$ cat config.mk
export PLATFORM = sky130hd
export DESIGN_NAME = sac_conv_ctrl
export DESIGN_NICKNAME = d
export VERILOG_FILES = /design/src/rtl/sac_pkg.sv /design/src/rtl/sac_conv_ctrl.sv
export SDC_FILE = /design/constraint.sdc
export NUM_CORES = 1
export LEC_CHECK = 0
export ABC_CLOCK_PERIOD_IN_PS = 3710
export BUFFER_PORTS_ARGS = -buffer_cell sky130_fd_sc_hd__clkbuf_2
export CAP_MARGIN = 10
export CORE_ASPECT_RATIO = 0.5
export CORE_MARGIN = 5
export CORE_UTILIZATION = 35
export CTS_CLUSTER_DIAMETER = 60
export DETAILED_ROUTE_END_ITERATION = 6
export GPL_TIMING_DRIVEN = 0
export MAX_ROUTING_LAYER = met4
export SETUP_SLACK_MARGIN = 0.5
export SYNTH_ARGS = -nofsm -noshare
export SYNTH_HDL_FRONTEND = slang
export SYNTH_SLANG_ARGS = --single-unit
$ cat constraint.sdc
create_clock -name pclk -period 3.71 [get_ports pclk]
set_input_delay 0.1855 -clock pclk [delete_from_list [all_inputs] [get_ports pclk]]
set_output_delay 0.1855 -clock pclk [all_outputs]
set_load 0.01 [all_outputs]
$ cat src/rtl/sac_pkg.sv
// Package for the successive-approximation converter control block.
// Assumes a 200 MHz pclk and a 32-bit APB register bus with 8-bit offsets.
package sac_pkg;

    // Clock and instruction timing.
    localparam int unsigned CLK_PERIOD_PS  = 5000;
    localparam int unsigned INSTR_TIME_NS  = 20;
    localparam int unsigned INSTR_CYCLES   = (INSTR_TIME_NS * 1000 + CLK_PERIOD_PS - 1) / CLK_PERIOD_PS;

    // Register byte offsets.
    localparam logic [7:0] OFS_CTRL_ZERO   = 8'h00;
    localparam logic [7:0] OFS_CTRL_ONE    = 8'h04;
    localparam logic [7:0] OFS_RES_HIGH    = 8'h08;
    localparam logic [7:0] OFS_RES_LOW     = 8'h0C;
    localparam logic [7:0] OFS_FLAG        = 8'h10;
    localparam logic [7:0] OFS_IRQ_CTRL    = 8'h14;

    // Field positions in converter_control_zero.
    localparam int unsigned ENABLE_POS     = 0;
    localparam int unsigned GO_POS         = 1;
    localparam int unsigned CHAN_LSB       = 2;
    // Field positions in converter_control_one.
    localparam int unsigned PREF_LSB       = 0;
    localparam int unsigned NREF_POS       = 3;
    localparam int unsigned CLKSEL_LSB     = 4;
    localparam int unsigned FMT_POS        = 7;
    // Field positions in the flag and interrupt control registers.
    localparam int unsigned DONE_FLAG_POS  = 0;
    localparam int unsigned IRQ_EN_POS     = 0;
    localparam int unsigned PERIPH_EN_POS  = 1;
    localparam int unsigned GLOBAL_EN_POS  = 2;

    // Reset values.
    localparam logic [7:0] CTRL_RESET      = 8'h00;

    // Positive reference codes.
    localparam logic [2:0] PREF_EXT_PIN    = 3'h0;
    localparam logic [2:0] PREF_SUPPLY     = 3'h1;
    localparam logic [2:0] PREF_FIXED_LOW  = 3'h2;
    localparam logic [2:0] PREF_FIXED_HIGH = 3'h3;
    localparam logic [2:0] PREF_GROUND     = 3'h4;

    // Conversion clock select codes; any code ending in 11 picks the RC source.
    localparam logic [2:0] CS_DIV2         = 3'b000;
    localparam logic [2:0] CS_DIV4         = 3'b100;
    localparam logic [2:0] CS_DIV8         = 3'b001;
    localparam logic [2:0] CS_DIV16        = 3'b101;
    localparam logic [2:0] CS_DIV32        = 3'b010;
    localparam logic [2:0] CS_DIV64        = 3'b110;
    localparam logic [1:0] CS_RC_LOW_BITS  = 2'b11;

    // Last count of a half conversion period, in pclk cycles minus one.
    localparam logic [4:0] HALF_DIV2       = 5'h00;
    localparam logic [4:0] HALF_DIV4       = 5'h01;
    localparam logic [4:0] HALF_DIV8       = 5'h03;
    localparam logic [4:0] HALF_DIV16      = 5'h07;
    localparam logic [4:0] HALF_DIV32      = 5'h0F;
    localparam logic [4:0] HALF_DIV64      = 5'h1F;

    // Conversion sequence: 23 half periods make 11.5 conversion periods.
    localparam int unsigned RESULT_BITS    = 10;
    localparam logic [4:0] HALF_FIRST_BIT  = 5'h04;
    localparam logic [4:0] HALF_LAST       = 5'h16;
    localparam logic [3:0] MSB_INDEX       = 4'h9;
    localparam logic [9:0] SAR_START       = 10'h200;

    typedef enum logic [1:0] {
        ST_IDLE  = 2'b00,
        ST_DELAY = 2'b01,
        ST_CONV  = 2'b11
    } sac_state_t;

    // Everything the analog front end needs from the control logic.
    typedef struct packed {
        logic [5:0] channel;
        logic [2:0] pos_ref;
        logic       neg_ref;
        logic       powered;
        logic       sampling;
        logic [9:0] trial;
    } sac_analog_t;

endpackage : sac_pkg

$ cat src/rtl/sac_conv_ctrl.sv
// Control logic of a 10-bit successive-approximation converter with an APB register file.
// Assumes the analog multiplexer, references and comparator sit outside and that all
// inputs, including the RC half-period tick, are synchronous to pclk.
//
// Decided for this implementation: the APB slave port and the placing of the registers.
`timescale 1ns/1ps
`default_nettype none

module sac_conv_ctrl
(
    input  wire logic                pclk,               // System clock, 200 MHz.
    input  wire logic                presetn,            // Asynchronous reset, active low.
    input  wire logic                clk_en,             // Freezes all state while low.
    input  wire logic                psel,               // APB select.
    input  wire logic                penable,            // APB access phase.
    input  wire logic                pwrite,             // APB direction, high for write.
    input  wire logic [7:0]          paddr,              // APB byte address.
    input  wire logic [31:0]         pwdata,             // APB write data.
    output logic      [31:0]         prdata,             // APB read data.
    output logic                     pready,             // APB ready.
    output logic                     pslverr,            // APB error on unmapped address.
    input  wire logic                rc_half_tick,       // One pulse per half RC conversion period.
    input  wire logic                comparator_high,    // Input is at or above the trial level.
    input  wire logic                sleep_active,       // Core is in sleep.
    output sac_pkg::sac_analog_t     analog,             // Controls for the analog front end.
    output logic                     wake_req,           // Wake pulse to the core.
    output logic                     branch_to_handler,  // Wake goes to the interrupt handler.
    output logic                     resume_inline       // Wake resumes after the sleep.
);
    import sac_pkg::*;

    logic [5:0]  chan_ff;
    logic        enable_ff;
    logic        go_ff;
    logic [2:0]  pref_ff;
    logic        nref_ff;
    logic [2:0]  clksel_ff;
    logic        fmt_ff;
    logic [7:0]  res_high_ff;
    logic [7:0]  res_low_ff;
    logic        flag_ff;
    logic        irq_en_ff;
    logic        periph_en_ff;
    logic        global_en_ff;
    sac_state_t  state_ff;
    logic [3:0]  dly_ff;
    logic [4:0]  div_ff;
    logic [4:0]  half_ff;
    logic [9:0]  sar_ff;
    logic [3:0]  idx_ff;
    logic        last_bit_ff;
    logic        pwr_down_ff;
    logic        wake_ff;
    logic        branch_ff;
    logic        resume_ff;
    logic        pready_ff;
    logic        pslverr_ff;
    logic [31:0] prdata_ff;

    logic        acc_take;
    logic        wr_take;
    logic        ctrl0_wr;
    logic        rc_sel;
    logic [4:0]  div_last;
    logic        conv_tick;
    logic        decide;
    logic        done;
    logic        start_req;
    logic        abort_sw;
    logic        abort_hw;
    logic        flag_clr;
    logic [9:0]  nxt_sar;
    logic [9:0]  unresolved;
    logic [9:0]  partial;
    logic [31:0] rd_val;
    logic        rd_hit;

    // Packs a 10-bit result into the high and low byte pair; unused bits stay zero.
    function automatic logic [15:0] pack_result(input logic [9:0] r, input logic left);
        logic [15:0] v;
        v = 16'h0000;
        if (left)
        begin
            v = {r, 6'b00_0000};
        end
        else
        begin
            v = {6'b00_0000, r};
        end
        return v;
    endfunction : pack_result

    // APB decode: one wait state so read data always comes from a flip-flop.
    assign acc_take = psel & penable & pready_ff;
    assign wr_take  = acc_take & pwrite;
    assign ctrl0_wr = wr_take && (paddr == OFS_CTRL_ZERO);
    assign flag_clr = wr_take && (paddr == OFS_FLAG) && pwdata[DONE_FLAG_POS];

    // Conversion clock source and divider period.
    assign rc_sel = (clksel_ff[1:0] == CS_RC_LOW_BITS);
    always_comb
    begin
        case (clksel_ff)
            CS_DIV2:  div_last = HALF_DIV2;
            CS_DIV4:  div_last = HALF_DIV4;
            CS_DIV8:  div_last = HALF_DIV8;
            CS_DIV16: div_last = HALF_DIV16;
            CS_DIV32: div_last = HALF_DIV32;
            CS_DIV64: div_last = HALF_DIV64;
            default:  div_last = HALF_DIV2;
        endcase
    end

    // Sequence events. A half tick advances the step counter; even steps from four on resolve a bit.
    assign conv_tick = (state_ff == ST_CONV) && (rc_sel ? rc_half_tick : (div_ff == div_last));
    assign decide    = conv_tick && (half_ff >= HALF_FIRST_BIT) && !half_ff[0];
    assign done      = conv_tick && (half_ff == HALF_LAST);
    assign start_req = ctrl0_wr && pwdata[GO_POS] && enable_ff && (state_ff == ST_IDLE);
    assign abort_sw  = ctrl0_wr && !pwdata[GO_POS] && (state_ff != ST_IDLE) && !done;
    // Sleep on a divided clock, or switching the converter off, kills the conversion outright.
    assign abort_hw  = (state_ff != ST_IDLE) && !done
                       && ((sleep_active && !rc_sel) || (ctrl0_wr && !pwdata[ENABLE_POS]));

    // Next trial word: keep the decided bit, then try the next lower bit.
    always_comb
    begin
        nxt_sar = sar_ff;
        nxt_sar[idx_ff] = comparator_high;
        if (idx_ff != 4'h0)
        begin
            nxt_sar[idx_ff - 4'h1] = 1'b1;
        end
    end

    // Partial result: unresolved bits copy the last resolved bit.
    assign unresolved = 10'((11'h002 << idx_ff) - 11'h001);
    assign partial    = (sar_ff & ~unresolved) | (last_bit_ff ? unresolved : 10'h000);

    // Control register zero: channel, enable and the go/busy bit.
    always_ff @(posedge pclk or negedge presetn)
    begin
        if (!presetn)
        begin
            chan_ff   <= CTRL_RESET[5:0];
            enable_ff <= 1'b0;
            go_ff     <= 1'b0;
        end
        else if (clk_en)
        begin
            if (ctrl0_wr)
            begin
                chan_ff   <= pwdata[CHAN_LSB +: 6];
                enable_ff <= pwdata[ENABLE_POS];
            end
            if (done || abort_sw || abort_hw)
            begin
                go_ff <= 1'b0;
            end
            else if (start_req)
            begin
                go_ff <= 1'b1;
            end
        end
    end

    // Control register one: references, clock select and result format.
    always_ff @(posedge pclk or negedge presetn)
    begin
        if (!presetn)
        begin
            pref_ff   <= CTRL_RESET[2:0];
            nref_ff   <= 1'b0;
            clksel_ff <= CTRL_RESET[2:0];
            fmt_ff    <= 1'b0;
        end
        else if (clk_en && wr_take && (paddr == OFS_CTRL_ONE))
        begin
            pref_ff   <= pwdata[PREF_LSB +: 3];
            nref_ff   <= pwdata[NREF_POS];
            clksel_ff <= pwdata[CLKSEL_LSB +: 3];
            fmt_ff    <= pwdata[FMT_POS];
        end
    end

    // Interrupt enables, kept here because the block drives the wake decision itself.
    always_ff @(posedge pclk or negedge presetn)
    begin
        if (!presetn)
        begin
            irq_en_ff    <= 1'b0;
            periph_en_ff <= 1'b0;
            global_en_ff <= 1'b0;
        end
        else if (clk_en && wr_take && (paddr == OFS_IRQ_CTRL))
        begin
            irq_en_ff    <= pwdata[IRQ_EN_POS];
            periph_en_ff <= pwdata[PERIPH_EN_POS];
            global_en_ff <= pwdata[GLOBAL_EN_POS];
        end
    end

    // Done flag: set on every completion, cleared only by a software write of one.
    // A completion in the clearing cycle wins so no event is lost.
    always_ff @(posedge pclk or negedge presetn)
    begin
        if (!presetn)
        begin
            flag_ff <= 1'b0;
        end
        else if (clk_en)
        begin
            if (done)
            begin
                flag_ff <= 1'b1;
            end
            else if (flag_clr)
            begin
                flag_ff <= 1'b0;
            end
        end
    end

    // Sequencer state: idle, the one-instruction RC start delay, and conversion.
    always_ff @(posedge pclk or negedge presetn)
    begin
        if (!presetn)
        begin
            state_ff <= ST_IDLE;
            dly_ff   <= 4'h0;
        end
        else if (clk_en)
        begin
            case (state_ff)
                ST_IDLE:
                begin
                    dly_ff <= 4'h0;
                    if (start_req)
                    begin
                        state_ff <= rc_sel ? ST_DELAY : ST_CONV;
                    end
                end
                ST_DELAY:
                begin
                    dly_ff <= dly_ff + 4'h1;
                    if (abort_sw || abort_hw)
                    begin
                        state_ff <= ST_IDLE;
                    end
                    else if (dly_ff == 4'(INSTR_CYCLES - 1))
                    begin
                        state_ff <= ST_CONV;
                    end
                end
                ST_CONV:
                begin
                    if (done || abort_sw || abort_hw)
                    begin
                        state_ff <= ST_IDLE;
                    end
                end
                default:
                begin
                    state_ff <= ST_IDLE;
                end
            endcase
        end
    end

    // Divider and half-period step counter; both restart with each conversion.
    always_ff @(posedge pclk or negedge presetn)
    begin
        if (!presetn)
        begin
            div_ff  <= 5'h00;
            half_ff <= 5'h00;
        end
        else if (clk_en)
        begin
            if (state_ff != ST_CONV)
            begin
                div_ff  <= 5'h00;
                half_ff <= 5'h00;
            end
            else
            begin
                div_ff <= (rc_sel || div_ff == div_last) ? 5'h00 : div_ff + 5'h01;
                if (conv_tick)
                begin
                    half_ff <= half_ff + 5'h01;
                end
            end
        end
    end

    // Successive approximation register, bit pointer and last decided bit.
    always_ff @(posedge pclk or negedge presetn)
    begin
        if (!presetn)
        begin
            sar_ff      <= 10'h000;
            idx_ff      <= MSB_INDEX;
            last_bit_ff <= 1'b0;
        end
        else if (clk_en)
        begin
            if (start_req)
            begin
                sar_ff      <= SAR_START;
                idx_ff      <= MSB_INDEX;
                last_bit_ff <= 1'b0;
            end
            else if (decide)
            begin
                sar_ff      <= nxt_sar;
                last_bit_ff <= comparator_high;
                if (idx_ff != 4'h0)
                begin
                    idx_ff <= idx_ff - 4'h1;
                end
            end
        end
    end

    // Result pair: full result on completion, filled partial result on software abort.
    always_ff @(posedge pclk or negedge presetn)
    begin
        if (!presetn)
        begin
            res_high_ff <= 8'h00;
            res_low_ff  <= 8'h00;
        end
        else if (clk_en)
        begin
            if (done)
            begin
                {res_high_ff, res_low_ff} <= pack_result(nxt_sar, fmt_ff);
            end
            else if (abort_sw)
            begin
                {res_high_ff, res_low_ff} <= pack_result(partial, fmt_ff);
            end
        end
    end

    // Power-down while asleep; the enable bit is left alone and power returns on waking.
    always_ff @(posedge pclk or negedge presetn)
    begin
        if (!presetn)
        begin
            pwr_down_ff <= 1'b0;
        end
        else if (clk_en)
        begin
            // Power goes down even if the last step completes in the sleep cycle itself.
            if (sleep_active && !rc_sel && (state_ff != ST_IDLE))
            begin
                pwr_down_ff <= 1'b1;
            end
            else if (done && sleep_active && !irq_en_ff && rc_sel)
            begin
                pwr_down_ff <= 1'b1;
            end
            else if (!sleep_active)
            begin
                pwr_down_ff <= 1'b0;
            end
        end
    end

    // Wake and resume decision, registered so each is a clean one-cycle pulse.
    always_ff @(posedge pclk or negedge presetn)
    begin
        if (!presetn)
        begin
            wake_ff   <= 1'b0;
            branch_ff <= 1'b0;
            resume_ff <= 1'b0;
        end
        else if (clk_en)
        begin
            wake_ff   <= done && sleep_active && irq_en_ff;
            branch_ff <= done && sleep_active && irq_en_ff && periph_en_ff && global_en_ff;
            resume_ff <= done && sleep_active && irq_en_ff && !(periph_en_ff && global_en_ff);
        end
    end

    // Read multiplexer; reserved bits read zero.
    always_comb
    begin
        rd_val = 32'h0000_0000;
        rd_hit = 1'b1;
        if (paddr == OFS_CTRL_ZERO)
        begin
            rd_val[7:0] = {chan_ff, go_ff, enable_ff};
        end
        else if (paddr == OFS_CTRL_ONE)
        begin
            rd_val[7:0] = {fmt_ff, clksel_ff, nref_ff, pref_ff};
        end
        else if (paddr == OFS_RES_HIGH)
        begin
            rd_val[7:0] = res_high_ff;
        end
        else if (paddr == OFS_RES_LOW)
        begin
            rd_val[7:0] = res_low_ff;
        end
        else if (paddr == OFS_FLAG)
        begin
            rd_val[DONE_FLAG_POS] = flag_ff;
        end
        else if (paddr == OFS_IRQ_CTRL)
        begin
            rd_val[2:0] = {global_en_ff, periph_en_ff, irq_en_ff};
        end
        else
        begin
            rd_hit = 1'b0;
        end
    end

    // APB answer: ready rises in the second access cycle and drops after the handshake.
    always_ff @(posedge pclk or negedge presetn)
    begin
        if (!presetn)
        begin
            pready_ff  <= 1'b0;
            pslverr_ff <= 1'b0;
            prdata_ff  <= 32'h0000_0000;
        end
        else if (clk_en)
        begin
            if (psel && penable && !pready_ff)
            begin
                pready_ff  <= 1'b1;
                pslverr_ff <= !rd_hit;
                prdata_ff  <= pwrite ? 32'h0000_0000 : rd_val;
            end
            else
            begin
                pready_ff  <= 1'b0;
                pslverr_ff <= 1'b0;
            end
        end
    end

    // Outputs.
    assign prdata            = prdata_ff;
    assign pready            = pready_ff;
    assign pslverr           = pslverr_ff;
    assign wake_req          = wake_ff;
    assign branch_to_handler = branch_ff;
    assign resume_inline     = resume_ff;
    assign analog.channel    = chan_ff;
    assign analog.pos_ref    = pref_ff;
    assign analog.neg_ref    = nref_ff;
    assign analog.powered    = enable_ff && !pwr_down_ff;
    assign analog.sampling   = enable_ff && !pwr_down_ff && (state_ff != ST_CONV);
    assign analog.trial      = sar_ff;

    chk_start_sets_go: assert property (@(posedge pclk) disable iff (!presetn)
        (clk_en && start_req) |=> (go_ff && state_ff != ST_IDLE))
        else $error("Start request did not set busy.");

    chk_done_clears_go: assert property (@(posedge pclk) disable iff (!presetn)
        (clk_en && done) |=> (!go_ff && flag_ff && state_ff == ST_IDLE))
        else $error("Completion did not clear busy and set flag.");

    chk_flag_stays_set: assert property (@(posedge pclk) disable iff (!presetn)
        (flag_ff && !(clk_en && flag_clr)) |=> flag_ff)
        else $error("Done flag cleared without software.");

    chk_wake_on_done: assert property (@(posedge pclk) disable iff (!presetn)
        (clk_en && done && sleep_active && irq_en_ff) |=> (wake_req && (branch_to_handler != resume_inline)))
        else $error("Completion in sleep did not wake.");

    chk_branch_needs_enables: assert property (@(posedge pclk) disable iff (!presetn)
        branch_to_handler |-> (wake_req && $past(global_en_ff) && $past(periph_en_ff)))
        else $error("Branch without all enables.");

    chk_sleep_abort_off: assert property (@(posedge pclk) disable iff (!presetn)
        (clk_en && sleep_active && !rc_sel && state_ff == ST_CONV) |=> (state_ff == ST_IDLE && !analog.powered))
        else $error("Sleep on divided clock did not abort.");

    chk_rc_start_delay: assert property (@(posedge pclk) disable iff (!presetn)
        (clk_en && start_req && rc_sel) |=> (state_ff == ST_DELAY))
        else $error("RC start skipped the instruction delay.");

    chk_right_format_zero: assert property (@(posedge pclk) disable iff (!presetn)
        (clk_en && done && !fmt_ff) |=> (res_high_ff[7:2] == 6'h00 && res_low_ff == $past(nxt_sar[7:0])))
        else $error("Right-justified result misplaced.");

endmodule : sac_conv_ctrl

`default_nettype wire

==> flow_summary.json, run 1 <==
{
  "ys.flop_type": "dfrtp_1",
  "max-vdd-ir-drop_mv": 0.2077,
  "finalHoldViolCount": 0,
  "critPathMaxFanout": 9,
  "slowest_delay_ps": 530,
  "cts_num_sinks": 81,
  "overflow": 0,
  "area_growth_pct": 19.19,
  "die_h_um": 96.98,
  "drc": 0,
  "drv_cap": 0,
  "grt_antenna_before_repair": 0,
  "cts_buffers": 9,
  "grt_pass1_vias": 4363,
  "met3_usage": 0.03673,
  "ys_types": 63,
  "worst_pin_slew_ps": 772.2,
  "top_usage_layer": "met1",
  "ys_top_cells_by_area": "dfrtp_1 37%, mux2_2 5.5%, o21ai_0 4.6%",
  "io_buffers": 58,
  "cts.clk_slew.worst_paths_ps": 60,
  "path_buf_inv": 3,
  "core_um2": 14660,
  "drt-initial-drc-count": 337,
  "skew_ps": 11.24,
  "grt_pass1_wl_um": 24470,
  "cts_tree": "yes",
  "synth_top_area_frac": 0.3733,
  "nets": 742,
  "cp_top_family": "multiplexers",
  "placed_area_um2": 5951,
  "crit_path_start_kind": "register",
  "slew_headroom": 0.4808,
  "grtUsageTotal": 0.1751,
  "timing.final.crit_share": 0.8283,
  "die-width_um": 183.9,
  "grt_max_degree": 58,
  "avgRoutedWirePerCell_um": 17.48,
  "yosysTopAreaCell": "dfrtp_1",
  "synth-seq-cells": 81,
  "final_core_util": 0.4304,
  "async_reset_ff_frac": 1.000,
  "final_area_um2": 6311,
  "critPathSlowestCell": "dfstp_2",
  "diodes": 0,
  "drt-total-wl_um": 15330,
  "finalMaxSlewViolations": 0,
  "ys_warn_count": 0,
  "rows": 31,
  "netlist_instances": 577,
  "detail_route.vias_per_cell": 5.434,
  "vias": 4766,
  "grt_util_met1": 0.2550,
  "synth-edff-count": 0,
  "critPathArrivalTime_ps": 3300,
  "htreeDepth": 3,
  "final_layout_size_suffix_gt1_frac": 0.2342,
  "crit_required_ps": 3940,
  "yosysSeqAreaShare": 0.3833,
  "final.setup.tns_ps": 0,
  "setup_viol": 0,
  "clk_latency_ps": 350,
  "leakage_nw": 3.000,
  "path_class": "register to register",
  "pin_count": 108,
  "cp-end-kind": "register",
  "status": "finished clean",
  "die_area_um2": 17840,
  "synth.avg_cell_area_um2": 9.177,
  "worst_hold_path_type": "primary input to register",
  "syn_area_um2": 5295,
  "cts_buffer_depth": 2,
  "path_cells": "inv_1, ha_4, ha_2, nor2b_4, inv_1, ha_1, clkbuf_4, nor3b_1, o21ai_1, a31oi_2, mux2_2, mux2_2, a22o_1",
  "routabilityCongestion": 0.9329,
  "fmax_ghz": 0.3254,
  "ant_nets": 0,
  "dp_hpwl_um": 11540,
  "dr.pass1.iters": 5,
  "pre_cts_ws_ps": 88.26,
  "grtUsageMet2": 0.2489,
  "fin_ws_ps": 637.1,
  "p_per_area_nw_per_um2": 315.1,
  "rsz0062_at_grt": "no",
  "initial_core_util": 0.3612,
  "root_buffer": "clkbuf_16",
  "period_needed_ps": 3073
}
[layout by cell type (no fill, tap or decap), types with 4 or more instances in the layout]
cell type and n:
dfrtp_1 78, clkbuf_2 59, nand2_1 56, o21ai_0 48, nand3_1 30, nor2_1 28, buf_4 28, a21oi_1 27
mux2_2 26, conb_1 24, clkbuf_1 21, mux2i_1 20, inv_1 19, ha_1 17, nor3_1 13, a22o_1 10
and3_1 9, clkbuf_16 9, buf_2 8, o31ai_1 8, nor2b_1 7, nand2b_1 7, o211ai_1 6, xnor2_1 6
a32o_1 5, a221oi_1 5, o2bb2ai_1 4, nor3b_1 4, xor2_1 4, nand3b_1 4, or4_1 4, a211oi_1 4
nor4_1 4
[repair_timing]
action	in CTS	in global routing
setup buffers	2	0
resized for setup	5	8
hold buffers	1	0
setup endpoints to repair	6	4
endpoints found under the hold margin	22	0
[flip-flops by register name (all words and copies together), names as in the netlist, 2 cells and up]
signal,cells
sar_ff,10
prdata,8
res_high_ff,8
res_low_ff,8
chan_ff,6
div_ff,5
half_ff,5
dly_ff,4
idx_ff,4
clksel_ff,3
pref_ff,3
state_ff,2
[cell families (layout without fill, tap and decap cells)]
logic type | Yosys count | in the layout | share of synthesized area
fa+ha+maj | 19 | 19 | 0.04490
mux | 48 | 48 | 0.1016
other cells | 1 | 24 | 0.0007082
buf+inv | 77 | 156 | 0.07467
flops | 81 | 81 | 0.3833
simple gates | 186 | 186 | 0.1777
compound gates | 155 | 155 | 0.2006
xor+xnor | 10 | 10 | 0.01654
[metrics by stage]
step           total power, W  hold WS, ps  std cells
5_1_grt              0.002074        91.10        877
2_1_floorplan        0.001030       -110.1        600
4_1_cts              0.002006        90.66        876
6_report             0.001988        96.49        877
3_3_place_gp         0.001095        442.4        856
3_5_place_dp         0.001100        169.4        857
[power breakdown]
part | leakage, nW | switching (W) | internal [W]
Sequential | 1.11 | 0.00000821 | 0.000895
Combinational | 1.74 | 0.000117 | 0.0000657
Clock | 0.147 | 0.000378 | 0.000524
[Yosys cell counts, types with 4 or more instances]
cell       number
o21ai_0        49
or4_1           4
and3_1          9
buf_2           7
a21oi_1        27
mux2i_1        20
o211ai_1        6
xnor2_1         6
clkbuf_1       23
nor3_1         13
buf_4          26
nand2b_1        7
nand3b_1        4
nand2_1        56
nor2b_1         8
a221oi_1        5
ha_1           19
nor4_1          4
dfrtp_1        79
nand3_1        30
inv_1          19
a22o_1         10
o2bb2ai_1       4
a211oi_1        4
xor2_1          4
a32o_1          5
mux2_2         26
nor2_1         28
o31ai_1         8
nor3b_1         4
[path summary, 6_finish.rpt]
| check | start | to | slack [ps] | cells past startpoint |
|---|---|---|---|---|
| max in group asynchronous | presetn | prdata[4] | 2760 | 3 |
| max | idx_ff[0] | res_high_ff[5] | 640 | 13 |
| min reg2reg | prdata[1] | prdata[1] | 480 | 2 |
| max reg2reg | idx_ff[0] | res_high_ff[5] | 640 | 13 |
| min in group asynchronous | presetn | sar_ff[9] | 330 | 2 |
| min | pwdata[7] | chan_ff[5] | 100 | 2 |
[cell type report]
cell class              instances  area [µm²]
repair buffers                 63       350.3
clock inverters                 6       66.31
fillers                      1463        8351
plain buffers                  57       326.6
clock buffers                  10       229.0
well taps                     198       247.7
inverters                      20       75.07
multi-input cells             442        2985
flip-flops and latches         81        2031
[metal layers]
layer | wire length, µm | share of wire
met4 | 181 | 0.012
met1 | 7589 | 0.49
met3 | 904 | 0.059
met5 | 0 | 0
met2 | 6657 | 0.43
Power figures use the tool's default switching activity.
==> run 2, diff against run 1 <==
--- a/config.mk
+++ b/config.mk
@@ -5,7 +5,7 @@
 export SDC_FILE = /design/constraint.sdc
 export NUM_CORES = 1
 export LEC_CHECK = 0
-export ABC_CLOCK_PERIOD_IN_PS = 3710
+export ABC_CLOCK_PERIOD_IN_PS = 2950
 export BUFFER_PORTS_ARGS = -buffer_cell sky130_fd_sc_hd__clkbuf_2
 export CAP_MARGIN = 10
 export CORE_ASPECT_RATIO = 0.5
==> constraint.sdc (replaced) <==
create_clock -name pclk -period 2.95 [get_ports pclk]
set_input_delay 0.1475 -clock pclk [delete_from_list [all_inputs] [get_ports pclk]]
set_output_delay 0.1475 -clock pclk [all_outputs]
set_load 0.01 [all_outputs]
==> flow_summary.json, run 2 (same netlist as run 1, synthesis figures left out) <==
{
  "finalMaxSlewViolations": 0,
  "avgRoutedWirePerCell_um": 17.93,
  "critPathSlowestCell": "dfstp_2",
  "whs_ps": 52.08,
  "grt_antenna_before_repair": 0,
  "path_cells": "inv_2, ha_4, ha_4, nor2b_4, inv_2, ha_4, buf_8, nor3b_2, o21ai_1, a31oi_2, mux2_4, mux2_4, a22o_1",
  "final_area_um2": 7104,
  "pre_cts_ws_ps": -202.7,
  "critPathMaxFanout": 4,
  "drt-initial-drc-count": 512,
  "max-vdd-ir-drop_mv": 0.2611,
  "final_common_cell": "dfrtp_1",
  "cts_buffers": 9,
  "status": "finished clean",
  "routabilityCongestion": 0.8857,
  "die_area_um2": 17840,
  "grtUsageMet2": 0.2733,
  "clk_latency_ps": 340,
  "p_per_area_nw_per_um2": 365.1,
  "fin_ws_ps": 300.7,
  "critPathArrivalTime_ps": 2880,
  "path_class": "register to register",
  "mostFrequentLayoutCells": "77 x dfrtp_1, 58 x clkbuf_2, 57 x buf_4, 52 x nand2_1, 41 x o21ai_0",
  "final_layout_size_suffix_gt1_frac": 0.3602,
  "top_usage_layer": "met2",
  "reg2reg_depth": 13,
  "drv_cap": 0,
  "root_buffer": "clkbuf_16",
  "met3_usage": 0.03336,
  "cp_top_family": "multiplexers",
  "largest-register": "sar_ff",
  "path_buf_inv": 3,
  "multi_input_area_um2": 3324,
  "grt_max_degree": 52,
  "rows": 31,
  "dp_hpwl_um": 11530,
  "reg2reg_to": "res_high_ff[5]",
  "nets": 782,
  "skew_ps": 9.599,
  "fmax_ghz": 0.3775,
  "finalHoldViolCount": 0,
  "worst_hold_path_type": "primary input to register",
  "grtUsageTotal": 0.1847,
  "cts_buffer_depth": 2,
  "cts_tree": "yes",
  "placed_cells": 858,
  "cp-endpoint": "res_high_ff[5]",
  "cp.depth": 13,
  "timing.final.crit_share": 0.8981,
  "rsz0062_at_grt": "yes",
  "leakage_nw": 3.344,
  "reg2reg_slack_ps": 300,
  "detail_route.vias_per_cell": 5.420,
  "crit_path_start_kind": "register",
  "initial_core_util": 0.3612,
  "diodes": 0,
  "overflow": 0,
  "slowest_delay_ps": 550,
  "grt_pass1_vias": 4753,
  "largest_reg_flops": 10,
  "htreeDepth": 3,
  "period_needed_ps": 2649,
  "ant_nets": 0,
  "worst_pin_slew_ps": 758.1,
  "layout.cells.non_filler": 917,
  "drc": 0,
  "crit_start": "idx_ff[0]",
  "area_growth_pct": 34.17,
  "cts_num_sinks": 81,
  "vias": 4970,
  "die_h_um": 96.98,
  "crit_path_frequent_cell": "ha_4",
  "nFillCells": 1343,
  "pin_count": 108,
  "dr.pass1.iters": 5,
  "slew_headroom": 0.4882,
  "placed_area_um2": 6021,
  "cts.clk_slew.worst_paths_ps": 60,
  "r2r_start": "idx_ff[0]",
  "io_buffers": 58,
  "die-width_um": 183.9,
  "grt_pass1_wl_um": 26050,
  "final.setup.tns_ps": 0,
  "grt_util_met1": 0.2597,
  "core_um2": 14660,
  "cp-end-kind": "register",
  "drt-total-wl_um": 16440,
  "register_area_um2": 2032,
  "setup_viol": 0,
  "crit_required_ps": 3180
}
run 2: per-stage QoR:
stage	util	power, W
floorplan	-	0.001295
global placement	0.4083	0.001377
detailed placement	0.4107	0.001384
CTS	0.4632	0.002613
global route	0.4846	0.002691
finish	0.4846	0.002594
run 2: area by class of cell:
cell class              instances  area share
flip-flops and latches         81      0.2860
clock inverters                 6     0.01268
repair buffers                103     0.09563
well taps                     198     0.03487
plain buffers                  57     0.05970
inverters                      20     0.01092
clock buffers                  10     0.03223
multi-input cells             442      0.4679
run 2: worst min-delay path by stage:
| stage | startpoint | cells after the start | endpoint | slack (ps) |
|---|---|---|---|---|
| global route | pwdata[3] | 2 | nref_ff | 60 |
| CTS | pwdata[3] | 2 | nref_ff | 40 |
| detailed placement | presetn | 1 | sar_ff[0] | 170 |
| finish | pwdata[3] | 2 | nref_ff | 50 |
| floorplan | presetn | 0 | branch_to_handler | -150 |
| global placement | pwdata[7] | 2 | chan_ff[5] | 400 |
run 2: timing repair:
item,4_1_cts,5_1_grt
pin swaps,15,20
hold endpoints to repair,28,0
cloned,3,2
endpoints found under the setup margin,42,39
buffers inserted,26,11
gates resized for setup,60,59
hold buffers,1,0
run 2: metal layers:
layer	up-vias	wire, µm
li1	2350	-
met5	-	0
met2	178	7354
met4	0	431
met3	37	1038
met1	2405	7618
run 2: power breakdown:
part	total [W]	leakage [nW]	internal, W	switching [W]
combinational	0.000239	2.08	0.0000864	0.000152
sequential	0.00114	1.11	0.00113	0.00000994
clock	0.00122	0.153	0.000745	0.000475
